$ cat config.mk
export PLATFORM = sky130hd
export DESIGN_NAME = plm_monitor
export DESIGN_NICKNAME = d
export VERILOG_FILES = /design/src/hw/plm_pkg.sv /design/src/hw/plm_tx_stall.sv /design/src/hw/plm_monitor.sv
export SDC_FILE = /design/constraint.sdc
export NUM_CORES = 1
export LEC_CHECK = 0
export ABC_CLOCK_PERIOD_IN_PS = 4500
export CAP_MARGIN = 20
export CORE_MARGIN = 2
export CORE_UTILIZATION = 55
export DETAILED_ROUTE_END_ITERATION = 10
export DONT_BUFFER_PORTS = 1
export PLACE_DENSITY = 0.8
export SYNTH_ARGS = -nofsm -noshare
export SYNTH_HDL_FRONTEND = slang
export SYNTH_HIERARCHICAL = 1
export SYNTH_SLANG_ARGS = --single-unit
export TNS_END_PERCENT = 5
$ cat constraint.sdc
create_clock -name clk -period 4.5 [get_ports clk]
set_clock_uncertainty 0.15 [all_clocks]
set_input_delay 0.9 -clock clk [delete_from_list [all_inputs] [get_ports clk]]
set_output_delay 0.9 -clock clk [all_outputs]
set_load 0.05 [all_outputs]
$ cat src/hw/plm_pkg.sv
package plm_pkg;
   // Pattern generator geometry
   localparam int          PLM_REG_W        = 20;
   localparam int          PLM_E1_TAP_A     = 13;
   localparam int          PLM_E1_TAP_B     = 14;
   localparam int          PLM_QRSS_TAP_A   = 16;
   localparam int          PLM_QRSS_TAP_B   = 19;
   localparam int          PLM_QRSS_ZRUN    = 14;
   localparam logic [13:0] PLM_ZRUN_ZERO    = 14'h0000;
   localparam logic        PLM_SEL_E1       = 1'b1;
   // Sync acquisition and loss
   localparam int          PLM_CNT_W        = 7;
   localparam logic [6:0]  PLM_SYNC_MATCHES = 7'h28;
   localparam logic [6:0]  PLM_LOSS_WINDOW  = 7'h40;
   localparam logic [6:0]  PLM_LOSS_ERRORS  = 7'h06;
   localparam logic [6:0]  PLM_CNT_ZERO     = 7'h00;
   localparam logic [6:0]  PLM_CNT_ONE      = 7'h01;
   // Transmit clock stall timing
   localparam int          PLM_CLK_PERIOD_NS = 100;
   localparam int          PLM_TX_STALL_NS   = 5000;
   localparam int          PLM_TX_STALL_CYC  = (PLM_TX_STALL_NS + PLM_CLK_PERIOD_NS - 1)
                                               / PLM_CLK_PERIOD_NS;
   localparam int          PLM_STALL_W       = 8;

   typedef enum logic {
      PLM_HUNT,
      PLM_SYNC
   } plm_state_e;
endpackage : plm_pkg

$ cat src/hw/plm_tx_stall.sv
`timescale 1ns/1ps
`default_nettype none
module plm_tx_stall
   import plm_pkg::*;
#(
   parameter int STALL_CYC = PLM_TX_STALL_CYC
) (
   // Clock and reset
   input  wire logic clk,
   input  wire logic rst_n,
   // Monitored clock and result
   input  wire logic transmit_line_clock,
   output logic      tx_clock_loss
);
   localparam logic [PLM_STALL_W-1:0] TERM  = PLM_STALL_W'(STALL_CYC);
   localparam logic [PLM_STALL_W-1:0] ONE   = PLM_STALL_W'(1);
   localparam logic [PLM_STALL_W-1:0] ZERO  = PLM_STALL_W'(0);

   logic                   prev_d, prev_q;
   logic [PLM_STALL_W-1:0] cnt_d,  cnt_q;
   logic                   loss_d, loss_q;

   // Counts master clock cycles since the last level change; saturates at one below terminal
   always_comb begin
      prev_d = transmit_line_clock;
      cnt_d  = cnt_q;
      loss_d = loss_q;
      if (transmit_line_clock != prev_q) begin
         cnt_d  = ZERO;
         loss_d = 1'b0;
      end else if (cnt_q >= TERM - ONE) begin
         loss_d = 1'b1;
      end else begin
         cnt_d = cnt_q + ONE;
      end
   end

   always_ff @(posedge clk) begin
      if (!rst_n) begin
         prev_q <= 1'b0;
         cnt_q  <= ZERO;
         loss_q <= 1'b0;
      end else begin
         prev_q <= prev_d;
         cnt_q  <= cnt_d;
         loss_q <= loss_d;
      end
   end

   assign tx_clock_loss = loss_q;
endmodule : plm_tx_stall
`default_nettype wire

$ cat src/hw/plm_monitor.sv
// Function
// - The checker hunts received data for the 2^15-1 pattern in E1 mode or QRSS in T1 mode.
// - The pattern error output stays high while unsynchronized and low once synchronized.
// - Each bit error after sync makes a high pulse one line bit long on the error output.
// - With the count enable set, each pattern bit error also feeds the error count registers.
// - With output select 0 the status output follows receive carrier loss.
// - With output select 1 the status output goes high after about 5 us of no transmit clock.
// - In hardware mode the output select is forced to 0, reporting carrier loss.
// - The checker is timed by the recovered clock, or the master clock when signal is absent.
// - The active-low chip reset returns every control bit to zero.
`timescale 1ns/1ps
`default_nettype none
module plm_monitor
   import plm_pkg::*;
#(
   parameter int STALL_CYC = PLM_TX_STALL_CYC
) (
   // Clock and reset
   input  wire logic clk,
   input  wire logic rst_n,
   // Control bits
   input  wire logic hardware_mode,
   input  wire logic line_standard_select,
   input  wire logic pattern_error_count_enable,
   input  wire logic monitor_output_select,
   // Receive line
   input  wire logic rx_bit_en,
   input  wire logic mclk_bit_en,
   input  wire logic rx_data,
   input  wire logic rx_carrier_loss,
   // Transmit clock
   input  wire logic transmit_line_clock,
   // Outputs
   output logic      pattern_error_out,
   output logic      pattern_synced,
   output logic      error_count_inc,
   output logic      line_loss_status
);
   logic                 e1_d, e1_q;
   logic                 cnten_d, cnten_q;
   logic                 osel_d, osel_q;
   logic                 bit_en;
   logic                 tx_clock_loss;

   plm_state_e           state_d, state_q;
   logic [PLM_REG_W-1:0] sr_d, sr_q;
   logic [PLM_CNT_W-1:0] match_d, match_q;
   logic [PLM_CNT_W-1:0] win_d, win_q;
   logic [PLM_CNT_W-1:0] errs_d, errs_q;
   logic                 pulse_d, pulse_q;
   logic                 inc_d, inc_q;
   logic                 peo_d, peo_q;
   logic                 status_d, status_q;
   logic                 synced_d, synced_q;
   logic                 fb, expect_bit, bit_err;

   // Control bits held in flops so chip reset clears them
   always_comb begin
      e1_d    = (line_standard_select == PLM_SEL_E1);
      cnten_d = pattern_error_count_enable;
      osel_d  = monitor_output_select & ~hardware_mode;
   end

   always_ff @(posedge clk) begin
      if (!rst_n) begin
         e1_q    <= 1'b0;
         cnten_q <= 1'b0;
         osel_q  <= 1'b0;
      end else begin
         e1_q    <= e1_d;
         cnten_q <= cnten_d;
         osel_q  <= osel_d;
      end
   end

   // Recovered clock falls back to master clock when line is dead
   assign bit_en = rx_carrier_loss ? mclk_bit_en : rx_bit_en;

   // Prediction from the shift register; QRSS forces a one after a long zero run
   always_comb begin
      if (e1_q) begin
         fb         = sr_q[PLM_E1_TAP_A] ^ sr_q[PLM_E1_TAP_B];
         expect_bit = fb;
      end else begin
         fb         = sr_q[PLM_QRSS_TAP_A] ^ sr_q[PLM_QRSS_TAP_B];
         expect_bit = fb | (sr_q[PLM_QRSS_ZRUN-1:0] == PLM_ZRUN_ZERO);
      end
      bit_err = (expect_bit != rx_data);
   end

   // Hunt is self-synchronising on received data; in sync the register free-runs
   always_comb begin
      state_d = state_q;
      sr_d    = sr_q;
      match_d = match_q;
      win_d   = win_q;
      errs_d  = errs_q;
      pulse_d = pulse_q;
      inc_d   = 1'b0;
      if (bit_en) begin
         pulse_d = 1'b0;
         case (state_q)
            PLM_HUNT: begin
               sr_d    = {sr_q[PLM_REG_W-2:0], rx_data};
               match_d = bit_err ? PLM_CNT_ZERO : match_q + PLM_CNT_ONE;
               if (!bit_err && match_q >= PLM_SYNC_MATCHES - PLM_CNT_ONE) begin
                  state_d = PLM_SYNC;
                  match_d = PLM_CNT_ZERO;
                  win_d   = PLM_CNT_ZERO;
                  errs_d  = PLM_CNT_ZERO;
               end
            end
            PLM_SYNC: begin
               sr_d    = {sr_q[PLM_REG_W-2:0], fb};
               pulse_d = bit_err;
               inc_d   = bit_err & cnten_q;
               errs_d  = errs_q + (bit_err ? PLM_CNT_ONE : PLM_CNT_ZERO);
               win_d   = win_q + PLM_CNT_ONE;
               // Too many errors in a window means the pattern is gone
               if (errs_d >= PLM_LOSS_ERRORS) begin
                  state_d = PLM_HUNT;
                  match_d = PLM_CNT_ZERO;
               end else if (win_q >= PLM_LOSS_WINDOW - PLM_CNT_ONE) begin
                  win_d  = PLM_CNT_ZERO;
                  errs_d = PLM_CNT_ZERO;
               end
            end
            default: state_d = PLM_HUNT;
         endcase
      end
      peo_d    = (state_d != PLM_SYNC) | pulse_d;
      // Sync flag registered so the port comes straight from a flop
      synced_d = (state_d == PLM_SYNC);
      status_d = osel_q ? tx_clock_loss : rx_carrier_loss;
   end

   always_ff @(posedge clk) begin
      if (!rst_n) begin
         state_q  <= PLM_HUNT;
         sr_q     <= '0;
         match_q  <= PLM_CNT_ZERO;
         win_q    <= PLM_CNT_ZERO;
         errs_q   <= PLM_CNT_ZERO;
         pulse_q  <= 1'b0;
         inc_q    <= 1'b0;
         peo_q    <= 1'b1;
         status_q <= 1'b0;
         synced_q <= 1'b0;
      end else begin
         state_q  <= state_d;
         sr_q     <= sr_d;
         match_q  <= match_d;
         win_q    <= win_d;
         errs_q   <= errs_d;
         pulse_q  <= pulse_d;
         inc_q    <= inc_d;
         peo_q    <= peo_d;
         status_q <= status_d;
         synced_q <= synced_d;
      end
   end

   plm_tx_stall #(
      .STALL_CYC (STALL_CYC)
   ) u_tx_stall (
      .clk                 (clk),
      .rst_n               (rst_n),
      .transmit_line_clock (transmit_line_clock),
      .tx_clock_loss       (tx_clock_loss)
   );

   assign pattern_error_out = peo_q;
   assign pattern_synced    = synced_q;
   assign error_count_inc   = inc_q;
   assign line_loss_status  = status_q;
endmodule : plm_monitor
`default_nettype wire

==> reports/metrics.csv, run 1 <==
stage;metric;value;unit
status;status;completed;
grt;antenna_found_initial;0;
final_layout;nFillCells;406;
worst_setup_path;crit_path_end_kind;flip-flop;
synth;synth-simple-area-share;23.7;%
cts;root_buffer;clkbuf_8;
worst_setup_path;crit_top_cell;ha_1;
cts;clk_latency;0.34;ns
cts;htree_levels;3;
floorplanning;rows;26;
worst_setup_path;crit_arrival;3.90;ns
sta;worstMarginPinSlew;1.00;ns
drt;vias;2192;
sta;finalCriticalPeriod;3.78;ns
worst_setup_path;slowest_stage;a2111oi_4;
grt;grt_pass1_wl;8.74;mm
pwr;power;1.19;mW
drt;wl_per_cell;13.9;um
floorplanning;core-area;5040;sq um
pwr;p_switching;249;uW
hold_path;hp-class;reg -> reg;
hold_path;hp-start;u_tx_stall/tx_clock_loss;
grt;grt_usage;20.4;%
cts;clk_pin_slew;0.06;ns
synth;synth_fa_ha_area_share;3.90;%
pwr;internal_power;939;uW
floorplanning;dieArea;5730;sq um
worst_setup_path;cp_top_family;compound AO/OA/AOI/OAI gates;
synth;synthesis.nets;329;
pwr;power_frac_seq;45.5;%
pwr;vdd_drop_max;0.303;mV
synth;synth-xor-area-share;4.07;%
drt;dr.pass1.iters;4;
synth;synth_top_family_by_area;simple AND/OR/NAND/NOR gates;
synth;synth-compound-area-share;19.3;%
grt;grt_pass1_vias;1972;
synth;avgSynthCellArea;9.12;sq um
worst_setup_path;r2r_start;sr_q[7];
final_layout;antenna_cells;0;
synth;synth_area;2830;sq um
sta;rsz0062_at_grt;false;
sta;max_freq;265;MHz
pwr;sw_frac_of_total;20.9;%
placed_design;placed_cell_area;2850;sq um
placed_design;portBuffers;0;
sta;finalHoldViolations;0;
worst_setup_path;crit_type;reg -> reg;
cts;cts_num_sinks;59;
synth;synth_ff_type;dfxtp_1;
floorplanning;die_h;75.7;um
synth;yosysWarnings;6;
synth;ys_seq_area_share;41.8;%
synth;ys_types;63;
drt;vias_per_cell;5.71;
synth;yosys_register_bits;59;
floorplanning;die_w;75.7;um
final_layout;fin_area;3090;sq um
hold_path;holdPathStages;2;
sta;finalMaxSlewViolations;0;
drt;ant_nets;0;
placed_design;dp_slack;0.764;ns
synth;synth_edf_count;0;
pwr;p_comb_share;5.7;%
pwr;cellLeakagePower;1.11;nW
grt;grt_overflow;0;
hold_path;min_to;u_tx_stall/tx_clock_loss;
synth;synthMuxAreaShare;3.63;%
worst_setup_path;crit_required;4.62;ns
cts;cts_inserted_buffers;9;
worst_setup_path;cp-start-kind;flip-flop;
pwr;p_per_area;385;nW/um^2
final_layout;drive_above_1_share;12.7;%
cts;post_cts_resized;0;
drt;routed_wl;5.34;mm
cts;cts_hold_buf;0;
final_layout;final_util;61.2;%
worst_setup_path;crit_buf_inv;1;
sta;whs;0.306;ns
final_layout;syn2layout_area_growth;9.25;%
placed_design;dp_hpwl;3.59;mm
worst_setup_path;crit_path_max_fanout;12;
cts;cts_setup_buffers;0;
cts;cts_tree;yes;
worst_setup_path;crit_chain;nor4_1 -> nand4_1 -> nand2_1 -> xor2_1 -> buf_4 -> ha_1 -> ha_1 -> nand3_1 -> o21a_4 -> a2111oi_4 -> a21oi_2 -> o22a_1 -> nor2_1;
drt;drt_iter0_drc;128;
floorplanning;io_pins;15;
synth;async_flop_share;0;%
placed_design;gp_congestion;0.835;
pwr;clkPwrFrac;48.8;%
final_layout;final_cells;384;
placed_design;placed_cells;369;
job;drv_cap;0;
worst_setup_path;critPathMaxStageDelay;0.71;ns
sta;setup_viol;0;
worst_setup_path;r2r_end;match_q[3];
worst_setup_path;r2r_setup_slack;0.72;ns
cts;ctsLongestPathBuffers;2;
drt;drc_errors;0;
sta;slew_headroom;33.1;%
sta;setup_tns;0;ns
grt;grt_max_degree;31;
floorplanning;initial_core_util;56.1;%
synth;syn_inst;310;
sta;fin_ws;0.721;ns
final_layout;final_nets;329;
sta;finalCritPeriodShare;84.0;%
worst_setup_path;r2r_cells;13;
power groups by stage:
stage               sequential, mW  combinational, mW  clock [mW]
floorplan                    0.550             0.0555           0
global placement             0.552             0.0658           0
detailed placement           0.552             0.0670           0
CTS                          0.540             0.0673       0.593
global route                 0.542             0.0756       0.610
finish                       0.541             0.0671       0.580
final cells by class:
type | count | area, sq um | area share, %
clock buffer | 11 | 141 | 4.58
clock inverter | 4 | 98.8 | 3.20
inverter | 5 | 18.8 | 0.608
multi-input combinational | 233 | 1550 | 50.0
sequential | 59 | 1180 | 38.2
tap | 70 | 87.6 | 2.84
timing repair buffer | 2 | 15.0 | 0.486
placed cells by master (no fill, tap or decap), drive strengths merged, types with 3 or more instances in the layout:
cell and n:
nand3 14, a211oi 7, bufinv 3, dfxtp 59, mux2i 8, nor2 18, nand2 56, nand4 3
and3 7, o21ai 10, nor3 5, a21o 3, and2 5, clkbuf 11, a22o 7, a21oi 28
ha 8, xnor2 9, o21a 4, nor4 5, inv 5
synth_stat cells, drive strengths merged (8+ instances only):
| master | number | area share [%] |
|---|---|---|
| a21oi | 28 | 5.2 |
| mux2i | 8 | 2.8 |
| o21ai | 10 | 1.8 |
| dfxtp | 59 | 42 |
| nand3 | 14 | 2.5 |
| nand2 | 56 | 7.5 |
| xnor2 | 9 | 3.5 |
| nor2 | 18 | 2.4 |
| ha | 8 | 3.5 |
worst max-delay path by stage:
stage | startpoint | slack [ns] | cells after the start | end
2_1_floorplan | rx_data | 1.15 | 10 | win_q[5]
3_3_place_gp | rx_data | 0.83 | 10 | match_q[3]
3_5_place_dp | rx_data | 0.76 | 10 | match_q[3]
4_1_cts | sr_q[7] | 0.75 | 13 | match_q[3]
5_1_grt | sr_q[7] | 0.43 | 13 | match_q[3]
6_report | sr_q[7] | 0.72 | 13 | match_q[3]
routing by layer:
| layer | global-route usage [%] | part of all wire, % | vias up |
|---|---|---|---|
| met5 | 0 | 0 | - |
| met4 | 10.5 | 1.8 | 0 |
| met3 | 5.95 | 4.0 | 8 |
| met2 | 31.3 | 47 | 41 |
| met1 | 26.1 | 47 | 1028 |
| li1 | - | - | 1115 |
tightest hold or removal path, stage by stage, from the launching register on:
cell	delay, ns
dfxtp_1	0.31
inv_1	0.05
a21oi_1	0.05
registers in the layout, summed over array words and instances (netlist names), 7 cells and up:
register,flops
sr_q,20
u_tx_stall/cnt_q,8
errs_q,7
match_q,7
win_q,7
kinds of logic (layout without fill, tap and decap cells):
family | count (synthesis) | count (layout)
adders and majority gates | 9 | 9
AOI/OAI and AO/OA | 76 | 76
buffers and inverters | 18 | 22
DFF | 59 | 59
xor gates and xnor gates | 11 | 11
and+or+nand+nor | 127 | 127
muxes | 10 | 10
No activity file was read; power rests on OpenSTA's default activity.
==> inputs of run 2 (changes only) <==
--- a/config.mk
+++ b/config.mk
@@ -5,7 +5,8 @@
 export SDC_FILE = /design/constraint.sdc
 export NUM_CORES = 1
 export LEC_CHECK = 0
-export ABC_CLOCK_PERIOD_IN_PS = 4500
+export ABC_AREA = 1
+export ABC_CLOCK_PERIOD_IN_PS = 3500
 export CAP_MARGIN = 20
 export CORE_MARGIN = 2
 export CORE_UTILIZATION = 55
==> constraint.sdc (replaced) <==
create_clock -name clk -period 3.5 [get_ports clk]
set_clock_uncertainty 0.15 [all_clocks]
set_input_delay 0.7 -clock clk [delete_from_list [all_inputs] [get_ports clk]]
set_output_delay 0.7 -clock clk [all_outputs]
set_load 0.05 [all_outputs]
==> run 2 against run 1 <==
Net effect: synthesized cell count grew 38%; design area increased by 4.7%; sequential share of layout area fell by 1.7 points; critical path type unchanged; clock power increased by 8.3%; register-to-register slack got worse by 0.09 ns; largest cell class unchanged; core utilization rose by 1.3 points; area after synthesis grew 6.0%; first-iteration DRC count up 13%.
==> reports/metrics.csv, run 2 <==
stage;metric;value;unit
status;status;completed;
synth;synth_commonest_cells;nand2_1, nor2_1, dfxtp_1;
cts;clk_latency;0.34;ns
final_layout;drive_above_1_share;8.29;%
pwr;cellLeakagePower;1.43;nW
drt;vias_per_cell;5.06;
cts;post_cts_resized;0;
final_layout;regArea;1180;sq um
drt;wl_per_cell;11.4;um
cts;ctsLongestPathBuffers;2;
final_layout;largest_registers;sr_q x20, u_tx_stall/cnt_q x8;
synth;synth_edf_count;0;
worst_setup_path;crit_path_max_fanout;7;
pwr;power;1.45;mW
drt;dr.pass1.iters;4;
sta;setup_tns;0;ns
grt;grt_overflow;0;
drt;ant_nets;0;
final_layout;multi_input_area;1530;sq um
drt;vias;2551;
final_layout;final_cell_mix;nand2_1, nor2_1, dfxtp_1;
pwr;vdd_drop_max;0.294;mV
cts;htree_levels;3;
sta;rsz0062_at_grt;false;
worst_setup_path;r2r_setup_slack;0.63;ns
cts;root_buffer;clkbuf_8;
sta;whs;0.269;ns
floorplanning;core-area;5170;sq um
hold_path;hp-class;reg -> reg;
cts;clk_pin_slew;0.07;ns
sta;worstMarginPinSlew;0.979;ns
grt;grt_pass1_wl;10.1;mm
floorplanning;die_h;77.8;um
final_layout;final_util;62.5;%
synth;yosysTopAreaCell;dfxtp_1;
drt;drc_errors;0;
sta;finalHoldViolations;0;
cts;cts_num_sinks;59;
sta;finalCriticalPeriod;2.87;ns
cts;cts_hold_buf;0;
worst_setup_path;crit_path_end_kind;flip-flop;
cts;cts_setup_buffers;0;
floorplanning;dieArea;6050;sq um
cts;cts_tree;yes;
synth;ys_types;30;
job;drv_cap;0;
synth;yosysTopAreaCellShare;39.4;%
final_layout;final_nets;448;
placed_design;gp_congestion;0.849;
worst_setup_path;crit_type;reg -> reg;
drt;routed_wl;5.75;mm
sta;setup_viol;0;
grt;antenna_found_initial;0;
sta;finalCritPeriodShare;82.0;%
final_layout;layout_commonest_cell;nand2_1;
final_layout;antenna_cells;0;
grt;grt_max_degree;29;
synth;avgSynthCellArea;6.98;sq um
sta;max_freq;348;MHz
synth;synthesis.nets;448;
drt;drt_iter0_drc;145;
grt;grt_pass1_vias;2334;
synth;synth_area;3000;sq um
sta;finalMaxSlewViolations;0;
final_layout;syn2layout_area_growth;7.94;%
worst_setup_path;crit_required;3.54;ns
synth;synth_ff_type;dfxtp_1;
final_layout;final_cells;504;
synth;yosysWarnings;6;
floorplanning;initial_core_util;57.9;%
pwr;p_per_area;449;nW/um^2
final_layout;top_register;sr_q;
worst_setup_path;crit_arrival;2.91;ns
synth;synth.most_common_cell;nand2_1;
final_layout;nFillCells;473;
synth;ys_seq_area_share;39.4;%
floorplanning;rows;26;
final_layout;largest_reg_flops;20;
sta;slew_headroom;34.7;%
grt;grt_usage;21.0;%
placed_design;dp_hpwl;3.86;mm
worst_setup_path;cp-start-kind;flip-flop;
placed_design;placed_cells;488;
floorplanning;die_w;77.8;um
cts;cts_inserted_buffers;9;
synth;async_flop_share;0;%
synth;synth.area.top_cells;dfxtp_1, nand2_1, nor2_1, inv_1, nand3_1;
floorplanning;io_pins;15;
synth;yosys_register_bits;59;
placed_design;portBuffers;0;
synth;syn_inst;429;
-- run 2: cell count changes after synthesis, moves of 5 or more --
cell	delta
o21ai_0	+5
mux2i_1	-8
nor2_1	+53
nand2_4	+5
and2_1	-5
nand2_1	+34
inv_1	+52
xor2_1	+6
xnor2_1	-7
nand4_1	+7
a22o_1	-7
nand3_1	+22
-- run 2: area by class of cell --
type | instances | share of cell area (%)
multi-input combinational | 298 | 47.2
sequential | 59 | 36.5
inverter | 59 | 6.85
clock buffer | 10 | 4.26
tap | 70 | 2.71
clock inverter | 6 | 1.97
timing repair buffer | 2 | 0.464
-- run 2: cell families (layout without fill, tap and decap cells) --
logic type / Yosys count / count (layout) / share of synthesized area (%)
DFF: 59 / 59 / 39.4
xor gates and xnor gates: 9 / 9 / 2.63
adders and majority gates: 8 / 8 / 3.34
AOI/OAI and AO/OA: 54 / 54 / 10.4
and+or+nand+nor: 227 / 227 / 34.6
buffers and inverters: 72 / 77 / 9.61
-- run 2: power breakdown --
part / total, mW / leakage (nW) / switching [mW] / internal [mW]
clock network: 0.628 / 0.0987 / 0.281 / 0.348
registers: 0.717 / 0.481 / 0.0196 / 0.697
logic: 0.105 / 0.850 / 0.0694 / 0.0358
total: 1.45 / 1.43 / 0.370 / 1.08
-- run 2: through the flow --
stage	cell area, sq um	setup WS (ns)
6_report	3230	0.630
3_3_place_gp	3030	0.714
5_1_grt	3230	0.314
2_1_floorplan	3000	0.851
3_5_place_dp	3030	0.649
4_1_cts	3230	0.646
-- run 2: layer usage --
layer / GRT usage (%) / vias to the layer above / wire length [um]
met5: 0 / - / 0
met4: 10.7 / 0 / 130
met3: 3.26 / 11 / 142
met2: 35.5 / 34 / 2740
met1: 25.6 / 1149 / 2740
li1: - / 1357 / -
-- run 2: final timing paths --
path | to | startpoint | cells after the start
setup / recovery | errs_q[2] | sr_q[13] | 20
hold / removal | error_count_inc | cnten_q | 2
setup reg to reg | errs_q[2] | sr_q[13] | 20
hold reg to reg | error_count_inc | cnten_q | 2
-- run 2: critical path, cell delays in order (launching register included) --
cell and delay (ns):
dfxtp_1 0.38, inv_1 0.07, nand2_1 0.06, nand3_1 0.06, nand2_1 0.11, inv_2 0.06, nand2_1 0.07, nand2_1 0.06
nand2_1 0.17, inv_1 0.11, ha_1 0.19, ha_1 0.21, or2_1 0.23, nand3_1 0.09, nand3_1 0.13, nor2_4 0.14
nand3_2 0.16, nand3b_1 0.12, nand2_1 0.05, nand2_1 0.07, nor2_1 0.04
